--- src/verilog/irq_map_pkg.sv ---
// constants, field layout and reset values of the interrupt request map
// assumes one machine clock domain; shared by the map module and the bench

package irq_map_pkg;

    // request line geometry
    localparam int NUM_LINES      = 24;
    localparam int LINE_IDX_W     = 5;
    localparam int LEVEL_W        = 2;
    localparam int LINES_PER_REG  = 4;
    localparam int NUM_LEVEL_REGS = 6;
    localparam int LEVEL_REG_W    = 8;
    localparam int REG_IDX_W      = 3;
    localparam int EXT_CHANNELS   = 8;
    localparam int EXT_SHARED     = 4;

    // vector table: line 0 at the top, each line two bytes lower
    localparam int          VEC_W        = 16;
    localparam logic [15:0] VEC_TOP      = 16'hFFFA;
    localparam logic [15:0] VEC_BOTTOM   = 16'hFFCC;
    localparam int          VEC_STEP     = 2;
    localparam logic [15:0] VEC_LOWER_OF = 16'h0001;

    // level reset value: every field at the weakest level
    localparam logic [7:0]  LEVEL_REG_RESET = 8'hFF;
    localparam logic [1:0]  CPU_LEVEL_NONE  = 2'h3;

    // fixed line assignment of the shared and single sources
    localparam int LINE_SERIAL0      = 4;
    localparam int LINE_COMP0_LO     = 5;
    localparam int LINE_COMP0_HI     = 6;
    localparam int LINE_LIN_RX       = 7;
    localparam int LINE_LIN_TX       = 8;
    localparam int LINE_PULSE1_LO    = 9;
    localparam int LINE_PULSE1_HI    = 10;
    localparam int LINE_PULSE2_HI    = 11;
    localparam int LINE_PULSE0_HI    = 12;
    localparam int LINE_PULSE0_LO    = 13;
    localparam int LINE_COMP1_HI     = 14;
    localparam int LINE_PULSE2_LO    = 15;
    localparam int LINE_RELOAD       = 16;
    localparam int LINE_PULSE_TIMER  = 17;
    localparam int LINE_CONVERTER    = 18;
    localparam int LINE_TIME_BASE    = 19;
    localparam int LINE_WATCH        = 20;
    localparam int LINE_COMPARATOR1  = 21;
    localparam int LINE_COMP1_LO     = 22;
    localparam int LINE_FLASH        = 23;

    typedef logic [LEVEL_REG_W-1:0] level_reg_type;

    typedef struct packed {
        level_reg_type [NUM_LEVEL_REGS-1:0] levelRegs;
        logic [NUM_LINES-1:0]               lines;
        logic                               valid;
        logic [LINE_IDX_W-1:0]              line;
        logic [LEVEL_W-1:0]                 level;
        logic [VEC_W-1:0]                   vecUpper;
        logic [VEC_W-1:0]                   vecLower;
        logic                               pending;
        level_reg_type                      rdData;
    } map_state_type;

endpackage

--- src/verilog/interrupt_vector_priority_map.sv ---
// interrupt request map: gathers peripheral requests onto 24 lines,
// holds the six level registers and picks the line to vector to.
// assumes all request inputs are synchronous levels on clk
// assumes each peripheral holds its request level until software clears it
// assumes the cpu takes irqPending, irqLine and the vector pair as one set

`timescale 1ns/1ps

module interrupt_vector_priority_map
    import irq_map_pkg::*;
(
    // clock, reset, enable
    input  wire logic                   clk,
    input  wire logic                   reset_n,
    input  wire logic                   clkEn,
    // external interrupt channels
    input  wire logic [EXT_CHANNELS-1:0] extInt,
    // serial and motor pulse generator sources
    input  wire logic                   clockedSerial0,
    input  wire logic                   deadTimeTrip,
    input  wire logic                   motorWriteCompare,
    input  wire logic                   motorPosition,
    // timers
    input  wire logic                   compTimer0Lo,
    input  wire logic                   compTimer0Hi,
    input  wire logic                   compTimer1Lo,
    input  wire logic                   compTimer1Hi,
    input  wire logic                   pulseUnit0Lo,
    input  wire logic                   pulseUnit0Hi,
    input  wire logic                   pulseUnit1Lo,
    input  wire logic                   pulseUnit1Hi,
    input  wire logic                   pulseUnit2Lo,
    input  wire logic                   pulseUnit2Hi,
    input  wire logic                   reloadTimer,
    input  wire logic                   pulseTimer16,
    input  wire logic                   timeBase,
    input  wire logic                   watchPrescaler,
    // communication, analog and memory sources
    input  wire logic                   linRx,
    input  wire logic                   linTx,
    input  wire logic                   twoWireBus,
    input  wire logic                   converterDone,
    input  wire logic                   comparator0,
    input  wire logic                   comparator1,
    input  wire logic                   flashMemory,
    // level register access
    input  wire logic                   levelWrEn,
    input  wire logic [REG_IDX_W-1:0]   levelWrIdx,
    input  wire logic [LEVEL_REG_W-1:0] levelWrData,
    input  wire logic [REG_IDX_W-1:0]   levelRdIdx,
    output logic      [LEVEL_REG_W-1:0] levelRdData,
    // cpu side
    input  wire logic [LEVEL_W-1:0]     cpuLevel,
    output logic      [NUM_LINES-1:0]   requestLines,
    output logic                        irqValid,
    output logic                        irqPending,
    output logic      [LINE_IDX_W-1:0]  irqLine,
    output logic      [LEVEL_W-1:0]     irqLevel,
    output logic      [VEC_W-1:0]       vectorUpper,
    output logic      [VEC_W-1:0]       vectorLower
);

    ////////////////////////////////////////////////////////////////////////////
    // state

    map_state_type state_ff;
    map_state_type nxt_state;

    // reset image: every field at the weakest level, idle outputs on line 0
    // the vector pair stays well defined even while irqValid is low
    localparam map_state_type STATE_RESET = '{
        levelRegs: {NUM_LEVEL_REGS{LEVEL_REG_RESET}},
        lines:     '0,
        valid:     1'b0,
        line:      '0,
        level:     CPU_LEVEL_NONE,
        vecUpper:  VEC_TOP,
        vecLower:  VEC_TOP + VEC_LOWER_OF,
        pending:   1'b0,
        rdData:    '0
    };

    ////////////////////////////////////////////////////////////////////////////
    // per-line level fields and vector addresses

    logic [LEVEL_W-1:0] lineLevel [NUM_LINES];
    logic [VEC_W-1:0]   lineUpper [NUM_LINES];
    logic [VEC_W-1:0]   lineLower [NUM_LINES];

    for (genvar g = 0; g < NUM_LINES; g++) begin : gen_line
        // field layout inside a register is our own: line g at bits 2*(g%4) up
        assign lineLevel[g] = state_ff.levelRegs[g / LINES_PER_REG][(g % LINES_PER_REG) * LEVEL_W +: LEVEL_W];
        // fixed table, so each address folds to a constant
        assign lineUpper[g] = VEC_TOP - VEC_W'(VEC_STEP * g);
        assign lineLower[g] = lineUpper[g] + VEC_LOWER_OF;
    end

    ////////////////////////////////////////////////////////////////////////////
    // level register readback

    // absent registers read as zero rather than aliasing a present one
    level_reg_type rdMux [2**REG_IDX_W];

    for (genvar r = 0; r < 2**REG_IDX_W; r++) begin : gen_rd
        if (r < NUM_LEVEL_REGS) begin : gen_present
            assign rdMux[r] = state_ff.levelRegs[r];
        end else begin : gen_absent
            assign rdMux[r] = '0;
        end
    end

    ////////////////////////////////////////////////////////////////////////////
    // arbitration on the registered lines

    // ripple from line 0 upward: only a strictly smaller level value takes over,
    // so on a tie the lowest line keeps the win; slower than a tree, but the
    // tie rule is plain to see and the depth is one stage per line
    logic                  arbFound [NUM_LINES+1];
    logic [LINE_IDX_W-1:0] arbLine  [NUM_LINES+1];
    logic [LEVEL_W-1:0]    arbLevel [NUM_LINES+1];

    assign arbFound[0] = 1'b0;
    assign arbLine[0]  = '0;
    assign arbLevel[0] = CPU_LEVEL_NONE;

    for (genvar g = 0; g < NUM_LINES; g++) begin : gen_arb
        logic take;

        assign take          = state_ff.lines[g] && (!arbFound[g] || (lineLevel[g] < arbLevel[g]));
        assign arbFound[g+1] = arbFound[g] || take;
        assign arbLine[g+1]  = take ? LINE_IDX_W'(g) : arbLine[g];
        assign arbLevel[g+1] = take ? lineLevel[g] : arbLevel[g];
    end

    ////////////////////////////////////////////////////////////////////////////
    // next state

    always_comb begin
        logic [NUM_LINES-1:0]  req;

        req       = '0;
        nxt_state = state_ff;

        // sources onto lines; shared lines are plain ors
        for (int n = 0; n < EXT_SHARED; n++) begin
            req[n] = extInt[n] | extInt[n + EXT_SHARED];
        end
        req[LINE_SERIAL0]     = clockedSerial0 | deadTimeTrip;
        req[LINE_COMP0_LO]    = compTimer0Lo;
        req[LINE_COMP0_HI]    = compTimer0Hi;
        req[LINE_LIN_RX]      = linRx;
        req[LINE_LIN_TX]      = linTx;
        req[LINE_PULSE1_LO]   = pulseUnit1Lo;
        req[LINE_PULSE1_HI]   = pulseUnit1Hi;
        req[LINE_PULSE2_HI]   = pulseUnit2Hi;
        req[LINE_PULSE0_HI]   = pulseUnit0Hi;
        req[LINE_PULSE0_LO]   = pulseUnit0Lo;
        req[LINE_COMP1_HI]    = compTimer1Hi;
        req[LINE_PULSE2_LO]   = pulseUnit2Lo;
        req[LINE_RELOAD]      = reloadTimer | motorWriteCompare | twoWireBus;
        req[LINE_PULSE_TIMER] = pulseTimer16 | motorPosition;
        req[LINE_CONVERTER]   = converterDone;
        req[LINE_TIME_BASE]   = timeBase;
        req[LINE_WATCH]       = watchPrescaler | comparator0;
        req[LINE_COMPARATOR1] = comparator1;
        req[LINE_COMP1_LO]    = compTimer1Lo;
        req[LINE_FLASH]       = flashMemory;
        nxt_state.lines       = req;

        // level registers; out-of-range index writes are dropped
        // a write lands at this edge; the ripple uses it from the next one
        if (levelWrEn && (int'(levelWrIdx) < NUM_LEVEL_REGS)) begin
            nxt_state.levelRegs[levelWrIdx] = levelWrData;
        end
        // readback is registered: it shows the index sampled one edge earlier
        nxt_state.rdData = rdMux[levelRdIdx];

        // registered lines feed the ripple, so the winner trails its request by one edge
        nxt_state.valid    = arbFound[NUM_LINES];
        nxt_state.line     = arbLine[NUM_LINES];
        nxt_state.level    = arbLevel[NUM_LINES];
        nxt_state.vecUpper = lineUpper[arbLine[NUM_LINES]];
        nxt_state.vecLower = lineLower[arbLine[NUM_LINES]];
        // cpu takes only a level stronger than the one it runs at
        nxt_state.pending  = arbFound[NUM_LINES] && (arbLevel[NUM_LINES] < cpuLevel);
    end

    ////////////////////////////////////////////////////////////////////////////
    // registers

    always_ff @(posedge clk or negedge reset_n) begin
        if (!reset_n) begin
            state_ff <= STATE_RESET;
        end else if (clkEn) begin
            // clkEn low freezes every field, outputs and level registers alike
            state_ff <= nxt_state;
        end
    end

    ////////////////////////////////////////////////////////////////////////////
    // outputs

    // every output comes straight from a flip-flop, none from the source pins
    assign levelRdData  = state_ff.rdData;
    assign requestLines = state_ff.lines;
    assign irqValid     = state_ff.valid;
    assign irqPending   = state_ff.pending;
    assign irqLine      = state_ff.line;
    assign irqLevel     = state_ff.level;
    assign vectorUpper  = state_ff.vecUpper;
    assign vectorLower  = state_ff.vecLower;

endmodule // interrupt_vector_priority_map

--- config.mk ---
export PLATFORM = sky130hd
export DESIGN_NAME = interrupt_vector_priority_map
export DESIGN_NICKNAME = d
export VERILOG_FILES = /design/src/verilog/irq_map_pkg.sv /design/src/verilog/interrupt_vector_priority_map.sv
export SDC_FILE = /design/constraint.sdc
export NUM_CORES = 1
export LEC_CHECK = 0
export BUFFER_PORTS_ARGS = -buffer_cell sky130_fd_sc_hd__buf_2
export CAP_MARGIN = 25
export CORE_UTILIZATION = 47
export CTS_CLUSTER_DIAMETER = 120
export CTS_CLUSTER_SIZE = 10
export DETAILED_ROUTE_END_ITERATION = 7
export GPL_TIMING_DRIVEN = 1
export PLACE_DENSITY = 0.7
export SLEW_MARGIN = 20
export SYNTH_ARGS = -nofsm -noshare
export SYNTH_HDL_FRONTEND = slang
export SYNTH_SLANG_ARGS = --single-unit
--- constraint.sdc ---
create_clock -name clk -period 9.96 [get_ports clk]
set_input_delay 1.992 -clock clk [delete_from_list [all_inputs] [get_ports clk]]
set_output_delay 1.992 -clock clk [all_outputs]
set_load 0.02 [all_outputs]
==> summary.md <==
| Metric | Value |
|---|---|
| Status | complete, no violations |
| Worst-margin pin slew | 840 ps |
| Slew HR | 0.435 |
| Setup WS post-layout | 4160 ps |
| H-tree levels | 3 |
| CP Cell Sequence | nor2b_1, nand4bb_1, or2_1, o21ai_1, a21boi_1, a211oi_2, nand2_1, a21oi_1, o221ai_2, o211ai_1, a31oi_1, o31ai_2, a311oi_2, a211oi_2, nor2b_1, nand2_1, ha_1, a31o_1, a31oi_1 |
| Crit-path max FO | 10 |
| Avg WL per Cell | 19.0 µm |
| Hold Path Sink | irqLine[0] |
| Post-route ant nets | 0 |
| Tcrit/Tclk final | 0.583 |
| DR iter-0 viols | 680 |
| Drc violations | 0 |
| CP Data Arrival Time | 6090 ps |
| Worst Path Required | 10250 ps |
| Critical register-to-register path endpoint | vectorUpper[4] |
| Clock power share | 0.237 |
| Clock buffer depth | 2 |
| Setup Fix Bufs, Post-CTS | 0 |
| F_max | 172 MHz |
| CTS resizes | 0 |
| Vias per cell | 6.20 |
| Fraction of layout cells with a size suffix above 1 | 0.335 |
| Final Critical Period | 5800 ps |
| Unique masters post-synth | 82 |
| Synth-to-layout area growth | 12.4% |
| Hold Crit Depth | 1 |
| Seq/Total Area, Yosys | 0.366 |
| Number of global-route vias before repair | 5657 |
| EDFF count, synth | 0 |
| Gr usage total | 0.266 |
| Register bit count reported by yosys | 93 |
| Synth Cell Area | 0.00655 mm² |
| Initial antenna violation count | 0 |
| Worst Skew | 9.43 ps |
| Critical Path End Type | flop |
| CTS tree | done |
| Power share of the combinational group | 0.342 |
| Min-delay src | irqLine[0] |
| Worst path slowest cell | dfrtp_1 |
| Core area | 0.0134 mm² |
| Ys async rst share | 1.00 |
| Slowest stage delay, CP | 490 ps |
| Largest net degree at the start of global routing | 79 |
| WL final | 18700 µm |
| Final Hold Fails | 0 |
| Worst slack, placed | 4390 ps |
| Clock latency on the worst-skew pair | 360 ps |
| Worst-path clk slew | 70 ps |
| R2r setup slk | 4160 ps |
| Die height | 120 µm |
| HPWL after detailed placement | 13900 µm |
| Reg2Reg Depth | 19 |
| First-pass GRT wire length | 29600 µm |
| Worst R2R Start | requestLines[3] |
| # IOs | 126 |
| FILL cells | 1253 |
| Primary FF master, synth | dfstp_2 |
| Max Cap Viol | 0 |
| Cell internal pwr | 875 µW |
| CTS buffer count | 9 |
| Clock sinks | 93 |
| Static Leak | 0.00308 µW |
| Sw Ratio | 0.391 |
| Critical Path Start Type | flop |
| Total gr overflow | 0 |
| Avg Inst Size Synth | 9.18 µm² |
| Antenna cell count | 0 |
| Die area | 0.0144 mm² |
| VDD IR-drop max | 0.101 mV |
| # rows | 42 |
| Hold crit path type | reg -> reg |
| WS Path Type | reg -> reg |
| CTS root buf | clkbuf_16 |
| Yosys Warn Count | 0 |
| Total setup violations reported at the end of the flow | 0 |
| Hold_buf cts | 0 |
| Nets | 858 |
| Port bufs | 103 |
| Via count | 6084 |
| Initial Utilization | 0.489 |
| Power Density | 195 mW/mm² |
| Die Width | 120 µm |
| DRT Pass-1 Iters | 6 |
| Flop pwr share | 0.421 |
| Synth Instances | 713 |
| Switching pwr | 562 µW |
| Fin Setup TNS | 0 ps |
| Max Slew Vio Count | 0 |
| Gpl congestion | 1.04 |
| Unrepaired setup endpoints after global routing | no |
layout by cell type (no fill, tap or decap), types with 4 or more instances in the layout:
cell type / n
o21a_1: 9
a21boi_0: 5
and3_1: 6
dfstp_2: 54
nand2b_1: 19
inv_1: 34
nand3_1: 15
a211oi_1: 5
a31oi_1: 9
nand2_1: 61
nand4_1: 6
mux4_2: 8
and2_1: 5
o22ai_1: 5
buf_2: 102
ha_1: 4
a22oi_1: 10
nor2_1: 53
mux2_2: 57
a21oi_2: 4
nor3_1: 7
o31ai_1: 6
conb_1: 22
clkbuf_16: 9
dfrtp_1: 39
a21o_1: 7
o211ai_1: 10
o21ai_1: 6
buf_4: 5
a21oi_1: 45
nand4b_1: 4
nor4_1: 8
o21ai_0: 55
or3_1: 7
nor2b_1: 22
Yosys cell counts (15+ instances only):
cell type	number	area (µm²)
o21ai_0	55	275
dfrtp_1	39	976
inv_1	34	128
dfstp_2	54	1420
a21oi_1	45	225
nand2_1	61	229
buf_4	29	218
nand2b_1	19	119
nor2_1	53	199
mux2_2	57	642
nand3_1	15	75.1
nor2b_1	22	138
critical path, delay by kind of cell (launching register included):
kind / cells / cell delay (ps)
simple gates: 6 / 1630
flops: 1 / 490
compound gates: 12 / 3390
fa+ha+maj: 1 / 230
how the worst max path moves through the flow:
stage	from	to	slack [ps]	cells after the start
3_3_place_gp	requestLines[3]	vectorUpper[4]	4710	18
3_5_place_dp	requestLines[3]	vectorUpper[4]	4390	19
2_1_floorplan	requestLines[1]	vectorUpper[4]	5020	20
5_1_grt	requestLines[3]	vectorUpper[4]	3790	19
6_report	requestLines[3]	vectorUpper[4]	4160	19
4_1_cts	requestLines[3]	vectorUpper[4]	4320	19
sequential cells by signal, summed over array words and instances (netlist names):
register,cells
irqLine,5
irqValid,1
levelRdData,8
requestLines,24
irqLevel,2
vectorUpper,4
lineLevel,48
irqPending,1
metal layers:
layer	vias to the layer above	GRT usage	routed length (µm)
met5	-	0	0
met4	0	0.101	416
li1	2761	-	-
met1	2956	0.355	8030
met2	324	0.429	8750
met3	43	0.0461	1500
power by group through the flow:
stage	registers, µW	logic, µW	clock network, µW
finish	605	492	341
detailed placement	606	484	0
CTS	600	488	346
global placement	600	470	0
global route	616	534	361
floorplan	599	343	0
metrics by stage:
stage / area [µm²] / util / hold slack (ps) / std cells / total power [µW]
2_1_floorplan: 6620 / - / 495 / 733 / 942
3_3_place_gp: 7070 / 0.528 / 459 / 965 / 1070
3_5_place_dp: 7070 / 0.528 / 463 / 965 / 1090
4_1_cts: 7350 / 0.549 / 480 / 981 / 1430
5_1_grt: 7360 / 0.549 / 487 / 982 / 1510
6_report: 7360 / 0.549 / 477 / 982 / 1440
logic make-up (layout without fill, tap and decap cells):
group	after synthesis	in the layout	synth area share
multiplexers	68	68	0.132
AO/OA/AOI/OAI	221	221	0.230
adder cells (fa/ha/maj)	6	6	0.0107
buffers and inverters	85	158	0.0678
flip-flops	93	93	0.366
other	2	22	0.00115
AND/OR/NAND/NOR	238	238	0.193
area by class of cell:
| type | count | area, µm² | area share |
|---|---|---|---|
| clock buffer | 10 | 229 | 0.0311 |
| multi-input combinational | 555 | 3780 | 0.514 |
| tap | 176 | 220 | 0.0299 |
| clock inverter | 6 | 53.8 | 0.00731 |
| inverter | 35 | 131 | 0.0178 |
| sequential | 93 | 2390 | 0.325 |
| timing repair buffer | 107 | 548 | 0.0745 |
Power figures use the tool's default switching activity.
